--- config.mk ---
export PLATFORM = sky130hd
export DESIGN_NAME = msr_regbank
export DESIGN_NICKNAME = d
export VERILOG_FILES = /design/src/rtl/msr_pkg.sv /design/src/rtl/msr_regbank.sv
export VERILOG_INCLUDE_DIRS = /design/src /design/src/rtl
export SDC_FILE = /design/constraint.sdc
export NUM_CORES = 1
export LEC_CHECK = 0
export ABC_AREA = 0
export BUFFER_PORTS_ARGS = -buffer_cell sky130_fd_sc_hd__buf_2
export CORE_MARGIN = 2
export CORE_UTILIZATION = 52
export CTS_CLUSTER_SIZE = 8
export DETAILED_ROUTE_END_ITERATION = 6
export PLACE_DENSITY = 0.84
export SLEW_MARGIN = 10
export SYNTH_ARGS = -nofsm -noshare
export SYNTH_HDL_FRONTEND = slang
export SYNTH_SLANG_ARGS = --single-unit
--- constraint.sdc ---
create_clock -name clk_i -period 3.2 [get_ports clk_i]
set_input_delay 0.64 -clock clk_i [delete_from_list [all_inputs] [get_ports clk_i]]
set_output_delay 0.64 -clock clk_i [all_outputs]
set_load 0.01 [all_outputs]
--- src/rtl/msr_regs.svh ---
// Register offsets, field positions, reset values and fixed patterns of the step and spare slice.
`ifndef MSR_REGS_SVH
`define MSR_REGS_SVH

// Word indexes; the byte address on the bus is four times the index.
`define MSR_STEP_IDX      8'h9f
`define MSR_SPARE1_IDX    8'ha0
`define MSR_SPARE2_IDX    8'ha1

// Last-step configuration word fields.
`define MSR_EN_BIT        15
`define MSR_GAIN_MSB      14
`define MSR_GAIN_LSB      13
`define MSR_NEG_BIT       4
`define MSR_POS_MSB       3
`define MSR_POS_LSB       0
`define MSR_AUTO_BIT      3

// First spare word fields.
`define MSR_SP1_HI_MSB    11
`define MSR_SP1_HI_LSB    10
`define MSR_SP1_LO_MSB    5
`define MSR_SP1_LO_LSB    4
`define MSR_SP1_FIXED     16'h0200

// Reset values.
`define MSR_STEP_RESET    16'h000f
`define MSR_SPARE1_RESET  16'h0210
`define MSR_SPARE2_RESET  16'h0000

`endif

--- src/rtl/msr_pkg.sv ---
// Types shared by the step and spare register slice.
package msr_pkg;

	// Gain selection codes of the last sequencer step.
	typedef enum logic [1:0] {
		MSR_GAIN_X1  = 2'h0,
		MSR_GAIN_X2  = 2'h1,
		MSR_GAIN_X4A = 2'h2,
		MSR_GAIN_X4B = 2'h3
	} msr_gain_type;

	// Whole state of the register slice.
	typedef struct packed {
		logic         cfg_en;
		msr_gain_type cfg_gain;
		logic         cfg_neg;
		logic [3:0]   cfg_pos;
		logic [1:0]   sp1_hi;
		logic [1:0]   sp1_lo;
		logic [15:0]  sp2;
		logic         ack;
		logic [31:0]  rdata;
		logic         out_en;
		logic [2:0]   out_gain;
		logic         out_neg_ch7;
		logic         out_auto;
		logic [3:0]   out_pos;
	} msr_state_type;

endpackage

--- src/rtl/msr_regbank.sv ---
// Wishbone register slice for the last sequencer step and two spare words.
//
// Behaviour
// - Bit 15 enables sequencer step 15, reset 0.
// - Gain codes 00/01/1x give gain 1/2/4.
// - Step word bits 12:5 always read zero.
// - Bit 4 picks ground or channel 7.
// - Positive codes 0..7 pick analog inputs 0..7.
// - Codes 8..15 pick internal sources, auto negative.
// - Auto negative input overrides negative selection bit.
// - Reset: positive field 1111b, spare one bits 5:4 01b, others zero.
// - Spare one bits 11:10, 5:4 writable storage.
// - Spare one fixed bits read 1000b, 0000b.
// - Spare two has sixteen plain storage bits.
`include "msr_regs.svh"

module msr_regbank #(
	parameter int AW = 10
) (
	input  wire logic          clk_i,         // 250 MHz clock.
	input  wire logic          rst_i,         // Synchronous reset, active high.
	input  wire logic [AW-1:0] adr_i,         // Byte address.
	input  wire logic [31:0]   dat_i,         // Write data.
	input  wire logic [3:0]    sel_i,         // Byte lane selects.
	input  wire logic          we_i,          // Write enable.
	input  wire logic          cyc_i,         // Bus cycle.
	input  wire logic          stb_i,         // Strobe.
	output logic [31:0]        dat_o,         // Read data.
	output logic               ack_o,         // Acknowledge.
	output logic               step_en_o,     // Step 15 included.
	output logic [2:0]         gain_o,        // Gain factor 1, 2 or 4.
	output logic [3:0]         pos_sel_o,     // Positive input code.
	output logic               auto_neg_o,    // Negative input chosen internally.
	output logic               neg_ch7_o      // Negative input is channel 7.
);

	// Reset words held as vectors, since a literal cannot be indexed directly.
	localparam logic [15:0] STEP_RST = `MSR_STEP_RESET;
	localparam logic [15:0] SP1_RST  = `MSR_SPARE1_RESET;
	localparam logic [15:0] SP2_RST  = `MSR_SPARE2_RESET;

	// Reset image of the whole state.
	localparam msr_pkg::msr_state_type RESET_STATE = '{
		cfg_en:      STEP_RST[`MSR_EN_BIT],
		cfg_gain:    msr_pkg::msr_gain_type'(STEP_RST[`MSR_GAIN_MSB:`MSR_GAIN_LSB]),
		cfg_neg:     STEP_RST[`MSR_NEG_BIT],
		cfg_pos:     STEP_RST[`MSR_POS_MSB:`MSR_POS_LSB],
		sp1_hi:      SP1_RST[`MSR_SP1_HI_MSB:`MSR_SP1_HI_LSB],
		sp1_lo:      SP1_RST[`MSR_SP1_LO_MSB:`MSR_SP1_LO_LSB],
		sp2:         SP2_RST,
		ack:         1'b0,
		rdata:       32'h0000_0000,
		out_en:      STEP_RST[`MSR_EN_BIT],
		out_gain:    3'h1,
		out_neg_ch7: 1'b0,
		out_auto:    STEP_RST[`MSR_AUTO_BIT],
		out_pos:     STEP_RST[`MSR_POS_MSB:`MSR_POS_LSB]
	};

	msr_pkg::msr_state_type st;
	msr_pkg::msr_state_type next_st;

	// Word index from a byte address; low two bits are ignored.
	function automatic logic [7:0] word_idx(input logic [AW-1:0] adr);
		word_idx = adr[9:2];
	endfunction

	// Byte-lane merge of a 16-bit register image with write data.
	function automatic logic [15:0] lane_merge(
		input logic [15:0] old_val,
		input logic [15:0] wr_val,
		input logic [1:0]  sel
	);
		lane_merge[7:0]  = sel[0] ? wr_val[7:0] : old_val[7:0];
		lane_merge[15:8] = sel[1] ? wr_val[15:8] : old_val[15:8];
	endfunction

	// Gain factor for a gain code; both upper codes mean four.
	function automatic logic [2:0] gain_factor(input msr_pkg::msr_gain_type code);
		unique case (code)
			msr_pkg::MSR_GAIN_X1:  gain_factor = 3'h1;
			msr_pkg::MSR_GAIN_X2:  gain_factor = 3'h2;
			msr_pkg::MSR_GAIN_X4A: gain_factor = 3'h4;
			msr_pkg::MSR_GAIN_X4B: gain_factor = 3'h4;
		endcase
	endfunction

	// Register images as software sees them.
	logic [15:0] step_word;
	logic [15:0] sp1_word;
	logic        req;
	logic [7:0]  idx;

	// Reserved fields are built in as constants, so no write can reach them.
	always_comb begin
		step_word = 16'h0000;
		step_word[`MSR_EN_BIT] = st.cfg_en;
		step_word[`MSR_GAIN_MSB:`MSR_GAIN_LSB] = st.cfg_gain;
		step_word[`MSR_NEG_BIT] = st.cfg_neg;
		step_word[`MSR_POS_MSB:`MSR_POS_LSB] = st.cfg_pos;
		sp1_word = `MSR_SP1_FIXED;
		sp1_word[`MSR_SP1_HI_MSB:`MSR_SP1_HI_LSB] = st.sp1_hi;
		sp1_word[`MSR_SP1_LO_MSB:`MSR_SP1_LO_LSB] = st.sp1_lo;
	end

	assign req = cyc_i && stb_i;
	assign idx = word_idx(adr_i);

	// Next state: answer one cycle after a request, commit writes at the ack edge.
	always_comb begin
		logic [15:0] merged;
		merged = 16'h0000;
		next_st = st;
		next_st.ack = 1'b0;
		// Ack is held off in the cycle after it, so each request is answered once.
		if (req && !st.ack) begin
			next_st.ack = 1'b1;
			unique case (idx)
				`MSR_STEP_IDX:   next_st.rdata = {16'h0000, step_word};
				`MSR_SPARE1_IDX: next_st.rdata = {16'h0000, sp1_word};
				`MSR_SPARE2_IDX: next_st.rdata = {16'h0000, st.sp2};
				default:         next_st.rdata = 32'h0000_0000;
			endcase
		end
		// Writes land on the edge where the master sees ack; unmapped ones are dropped.
		if (req && st.ack && we_i) begin
			unique case (idx)
				`MSR_STEP_IDX: begin
					merged = lane_merge(step_word, dat_i[15:0], sel_i[1:0]);
					next_st.cfg_en = merged[`MSR_EN_BIT];
					next_st.cfg_gain = msr_pkg::msr_gain_type'(
						merged[`MSR_GAIN_MSB:`MSR_GAIN_LSB]);
					next_st.cfg_neg = merged[`MSR_NEG_BIT];
					next_st.cfg_pos = merged[`MSR_POS_MSB:`MSR_POS_LSB];
				end
				`MSR_SPARE1_IDX: begin
					merged = lane_merge(sp1_word, dat_i[15:0], sel_i[1:0]);
					next_st.sp1_hi = merged[`MSR_SP1_HI_MSB:`MSR_SP1_HI_LSB];
					next_st.sp1_lo = merged[`MSR_SP1_LO_MSB:`MSR_SP1_LO_LSB];
				end
				`MSR_SPARE2_IDX: begin
					next_st.sp2 = lane_merge(st.sp2, dat_i[15:0], sel_i[1:0]);
				end
				default: begin
					merged = 16'h0000;
				end
			endcase
		end
		// Steering outputs follow the stored fields so they leave a flip-flop.
		next_st.out_en = next_st.cfg_en;
		next_st.out_gain = gain_factor(next_st.cfg_gain);
		next_st.out_pos = next_st.cfg_pos;
		next_st.out_auto = next_st.cfg_pos[`MSR_AUTO_BIT];
		// Internal sources pick their own negative input; the select bit is moot.
		next_st.out_neg_ch7 = next_st.cfg_neg && !next_st.out_auto;
	end

	// State register.
	always_ff @(posedge clk_i) begin
		if (rst_i) begin
			st <= RESET_STATE;
		end else begin
			st <= next_st;
		end
	end

	assign dat_o      = st.rdata;
	assign ack_o      = st.ack;
	assign step_en_o  = st.out_en;
	assign gain_o     = st.out_gain;
	assign pos_sel_o  = st.out_pos;
	assign auto_neg_o = st.out_auto;
	assign neg_ch7_o  = st.out_neg_ch7;

	// Checks on the bus handshake, on what the fields steer, on reserved and reset values and on the spare words.

	property p_ack_single;
		@(posedge clk_i) disable iff (rst_i)
		ack_o |=> !ack_o;
	endproperty
	a_ack_single: assert property (p_ack_single) else $error("ack held longer than one cycle");

	property p_ack_cause;
		@(posedge clk_i) disable iff (rst_i)
		$rose(ack_o) |-> $past(cyc_i && stb_i);
	endproperty
	a_ack_cause: assert property (p_ack_cause) else $error("ack without a request");

	property p_en_write;
		@(posedge clk_i) disable iff (rst_i)
		(ack_o && req && we_i && idx == `MSR_STEP_IDX && sel_i[1])
			|=> step_en_o == $past(dat_i[15]);
	endproperty
	a_en_write: assert property (p_en_write) else $error("step enable not written");

	property p_gain_map;
		@(posedge clk_i) disable iff (rst_i)
		(ack_o && req && we_i && idx == `MSR_STEP_IDX && sel_i[1])
			|=> gain_o == ($past(dat_i[14]) ? 3'h4 : ($past(dat_i[13]) ? 3'h2 : 3'h1));
	endproperty
	a_gain_map: assert property (p_gain_map) else $error("gain factor wrong");

	property p_step_rsvd;
		@(posedge clk_i) disable iff (rst_i)
		(ack_o && !we_i && idx == `MSR_STEP_IDX) |-> dat_o[12:5] == 8'h00;
	endproperty
	a_step_rsvd: assert property (p_step_rsvd) else $error("step reserved bits not zero");

	property p_neg_sel;
		@(posedge clk_i) disable iff (rst_i)
		(ack_o && req && we_i && idx == `MSR_STEP_IDX && sel_i[0])
			|=> neg_ch7_o == ($past(dat_i[4]) && !$past(dat_i[3]));
	endproperty
	a_neg_sel: assert property (p_neg_sel) else $error("negative input wrong");

	property p_auto_neg;
		@(posedge clk_i) disable iff (rst_i)
		auto_neg_o == pos_sel_o[3] && !(auto_neg_o && neg_ch7_o);
	endproperty
	a_auto_neg: assert property (p_auto_neg) else $error("auto negative overridden");

	property p_reset_val;
		@(posedge clk_i)
		$fell(rst_i) |-> pos_sel_o == 4'hf && !step_en_o && gain_o == 3'h1
			&& !neg_ch7_o && st.sp1_lo == 2'h1 && st.sp2 == 16'h0000;
	endproperty
	a_reset_val: assert property (p_reset_val) else $error("reset values wrong");

	property p_sp1_fixed;
		@(posedge clk_i) disable iff (rst_i)
		(ack_o && !we_i && idx == `MSR_SPARE1_IDX)
			|-> dat_o[15:12] == 4'h0 && dat_o[9:6] == 4'h8 && dat_o[3:0] == 4'h0;
	endproperty
	a_sp1_fixed: assert property (p_sp1_fixed) else $error("spare one fixed bits wrong");

	property p_sp1_store;
		@(posedge clk_i) disable iff (rst_i)
		(ack_o && req && we_i && idx == `MSR_SPARE1_IDX && sel_i[0])
			|=> st.sp1_lo == $past(dat_i[5:4]);
	endproperty
	a_sp1_store: assert property (p_sp1_store) else $error("spare one not stored");

	property p_sp2_store;
		@(posedge clk_i) disable iff (rst_i)
		(ack_o && req && we_i && idx == `MSR_SPARE2_IDX && sel_i[1:0] == 2'h3)
			|=> st.sp2 == $past(dat_i[15:0]);
	endproperty
	a_sp2_store: assert property (p_sp2_store) else $error("spare two not stored");

	// Further checks on the answer timing, on field writes and on fields the bus leaves alone.

	property p_ack_latency;
		@(posedge clk_i) disable iff (rst_i)
		(req && !ack_o) |=> ack_o;
	endproperty
	a_ack_latency: assert property (p_ack_latency) else $error("request not answered in time");

	property p_rdata_upper;
		@(posedge clk_i) disable iff (rst_i)
		ack_o |-> dat_o[31:16] == 16'h0000;
	endproperty
	a_rdata_upper: assert property (p_rdata_upper) else $error("upper read half not zero");

	property p_pos_write;
		@(posedge clk_i) disable iff (rst_i)
		(ack_o && req && we_i && idx == `MSR_STEP_IDX && sel_i[0])
			|=> pos_sel_o == $past(dat_i[3:0]);
	endproperty
	a_pos_write: assert property (p_pos_write) else $error("positive input not written");

	property p_auto_src;
		@(posedge clk_i) disable iff (rst_i)
		(ack_o && req && we_i && idx == `MSR_STEP_IDX && sel_i[0])
			|=> auto_neg_o == $past(dat_i[3]);
	endproperty
	a_auto_src: assert property (p_auto_src) else $error("internal source not flagged");

	property p_sp1_hi_store;
		@(posedge clk_i) disable iff (rst_i)
		(ack_o && req && we_i && idx == `MSR_SPARE1_IDX && sel_i[1])
			|=> st.sp1_hi == $past(dat_i[11:10]);
	endproperty
	a_sp1_hi_store: assert property (p_sp1_hi_store) else $error("spare one high not stored");

	// Any write at all must leave every fixed position at its fixed value.
	property p_rsvd_ignored;
		@(posedge clk_i) disable iff (rst_i)
		(ack_o && req && we_i)
			|=> step_word[12:5] == 8'h00 && (sp1_word & 16'hf3cf) == `MSR_SP1_FIXED;
	endproperty
	a_rsvd_ignored: assert property (p_rsvd_ignored) else $error("reserved bits written");

	property p_gain_legal;
		@(posedge clk_i) disable iff (rst_i)
		gain_o == 3'h1 || gain_o == 3'h2 || gain_o == 3'h4;
	endproperty
	a_gain_legal: assert property (p_gain_legal) else $error("gain factor not 1, 2 or 4");

	// Steering moves only on a committed step write; reset edges fall under the disable.
	property p_en_hold;
		@(posedge clk_i) disable iff (rst_i)
		!(ack_o && req && we_i && idx == `MSR_STEP_IDX)
			|=> $stable(step_en_o) && $stable(pos_sel_o)
			&& $stable(gain_o);
	endproperty
	a_en_hold: assert property (p_en_hold) else $error("steering changed without a write");

endmodule

==> flow_metrics.env <==
export IMPL_reg2reg_to="dat_o[4]"
export IMPL_yosys_warnings=0
export IMPL_port_buffers=57
export IMPL_yosysUniqueCellTypes=30
export IMPL_yosysMostFrequentCell="dfxtp_1"
export IMPL_via_count=1863
export IMPL_end_kind="flop"
export IMPL_clk_pin_slew_ps=80
export IMPL_cts_max_level=2
export IMPL_peakVddDrop_mv=0.205
export IMPL_synth_edf_count=0
export IMPL_dpl_cell_area_um2=2610
export IMPL_grt_max_degree=48
export IMPL_syn_avg_cell_area_um2=9.63
export IMPL_hp_class="flop to flop"
export IMPL_initialDrtViolationCount=122
export IMPL_required_ps=3430
export IMPL_core_um2=4660
export IMPL_cp_cell_sequence="buf_2 > or4b_1 > nor4_4 > buf_4 > mux2i_1"
export IMPL_setup_violations_final=0
export IMPL_insertion_delay_ps=300
export IMPL_first_pass_iters=4
export IMPL_synth_flop_cell="dfxtp_1"
export IMPL_path_class="primary input to flop"
export IMPL_critPathLaunch="adr_i[8]"
export IMPL_syn_inst=259
export IMPL_use_met3_pct=3.84
export IMPL_dpl_hpwl_mm=3.55
export IMPL_hold_buffers=0
export IMPL_cts_tree="built"
export IMPL_wl_mm=5.01
export IMPL_post_route_period_util_pct=67.6
export IMPL_whs_ps=450
export IMPL_reg2reg_slack_ps=1490
export IMPL_ys_ff_latch=48
export IMPL_antenna_cells=0
export IMPL_via_per_inst=5.35
export IMPL_place_gp_congestion=0.768
export IMPL_fin_area_um2=2710
export IMPL_drive_gt1_share_pct=27.9
export IMPL_grt_pass1_wl_mm=7.90
export IMPL_gr_usage_met1_pct=25.1
export IMPL_slowest_delay_ps=690
export IMPL_yosysTopAreaCell="dfxtp_1"
export IMPL_grt_pass1_vias=1683
export IMPL_fin_nets=344
export IMPL_post_drt_wl_per_cell_um=14.4
export IMPL_worst_pin_slew_ps=855
export IMPL_drc=0
export IMPL_layout_min_cycle_time_ps=2160
export IMPL_rsz0062_at_grt="false"
export IMPL_die_w_um=73.3
export IMPL_relSlewSlack_pct=42.8
export IMPL_slew_violations=0
export IMPL_tns_ps=0
export IMPL_antenna_found_initial=0
export IMPL_ios=94
export IMPL_synthArstFlopShare_pct=0
export IMPL_crit_path_start_kind="primary input"
export IMPL_initial_core_util_pct=53.5
export IMPL_top_usage_layer="met2"
export IMPL_use_met2_pct=30.8
export IMPL_area_delta_synth_final_pct=8.48
export IMPL_fmax_ghz=0.462
export IMPL_crit_fanout=5
export IMPL_cts_buffers=5
export IMPL_cts_root_buffer="clkbuf_8"
export IMPL_synth_seq_area_share_pct=38.5
export IMPL_post_cts_buffers=0
export IMPL_grt_ovfl_total=0
export IMPL_p_leak_nw=1.11
export IMPL_endpoint="st[55]"
export IMPL_cp_arrival_ps=2390
export IMPL_pwr_density_cell_nw_per_um2=392
export IMPL_post_cts_resized=0
export IMPL_n_fill_cell=409
export IMPL_maxCapViolations=0
export IMPL_critPathSlowestCell="or4b_1"
export IMPL_r2r_cells=3
export IMPL_skew_ps=11.3
export IMPL_rr_startpoint="ack_o"
export IMPL_cts_buffer_depth=2
export IMPL_synth_area_um2=2490
export IMPL_status="finished clean"
export IMPL_hold_viol=0
export IMPL_grt_usage_pct=19.1
export IMPL_clock_sink_count=48
export IMPL_yosys_top_cells_count="dfxtp_1, nand2b_1, buf_4"
export IMPL_synth_area_top_cells="dfxtp_1, buf_4, mux2i_1"
export IMPL_fp_row_count=25
export IMPL_finalPower_w=0.00106
export IMPL_synth_top_area_share_pct=38.5
export IMPL_dieArea_um2=5370
export IMPL_antenna_left=0
export IMPL_die_h_um=73.3
## cell usage in the layout, fill, tap and decap left out, drive strengths merged, types with 2 or more instances in the layout
master and n:
nor4b 3, nand4 10, a221o 7, mux2i 29
conb 16, a21oi 7, nand4b 2, dfxtp 48
mux2 6, clkbuf 7, nand2b 40, nor3b 13
inv 2, buf 64, nor4 7, nor2 16
nand2 7
## stage by stage
stage	cells	util, %	setup WS, ps
global placement	340	56.0	757
finish	348	58.0	1040
floorplan	274	-	1040
global route	348	58.0	941
detailed placement	340	56.0	740
CTS	348	58.0	1050
## state kept, by name (all words and copies together), names as in the netlist
| register | flops |
|---|---|
| st | 19 |
| dat_o | 16 |
| pos_sel_o | 4 |
| sp1_word | 4 |
| gain_o | 2 |
| ack_o | 1 |
| neg_ch7_o | 1 |
| step_en_o | 1 |
## layout make-up
cell class | instances | area, um2 | area share (%)
Clock inverter | 1 | 7.51 | 0.278
Multi-Input combinational cell | 172 | 1240 | 45.7
Clock buffer | 7 | 86.3 | 3.19
Sequential cell | 48 | 961 | 35.5
Inverter | 2 | 7.51 | 0.278
Timing Repair Buffer | 64 | 338 | 12.5
Tap cell | 54 | 67.6 | 2.50
## per-layer routing
metal	vias to the layer above	share of wire, %
met3	10	5.2
met5	-	0
met1	871	45
li1	926	-
met4	0	1.4
met2	56	49
## report_power, final
group | total, W | switching [W] | internal (W)
combinational | 0.0000855 | 0.0000530 | 0.0000324
clock | 0.000378 | 0.000202 | 0.000176
sequential | 0.000598 | 0.000000482 | 0.000597
## how the worst min path moves through the flow
stage | endpoint | cells past startpoint | slack, ps | startpoint
after detailed placement | dat_o[6] | 2 | 440 | dat_o[6]
after global placement | dat_o[7] | 2 | 440 | dat_o[7]
after CTS | dat_o[6] | 2 | 450 | dat_o[6]
after floorplan | dat_o[12] | 2 | 430 | dat_o[12]
final | dat_o[6] | 2 | 450 | dat_o[6]
after global routing | dat_o[10] | 2 | 480 | dat_o[10]
## critical path, delay by kind of cell
family | cells | cell delay, ps
simple gates | 2 | 1190
buf+inv | 2 | 370
mux | 1 | 190
## cells by family after synthesis
kind of cell	count (synthesis)	synth area share, %
AO/OA/AOI/OAI	16	4.92
buffers and inverters	54	14.1
multiplexers	35	14.4
AND/OR/NAND/NOR	105	27.9
other	1	0.150
flip-flops	48	38.5
No activity file was read; power rests on OpenSTA's default activity.
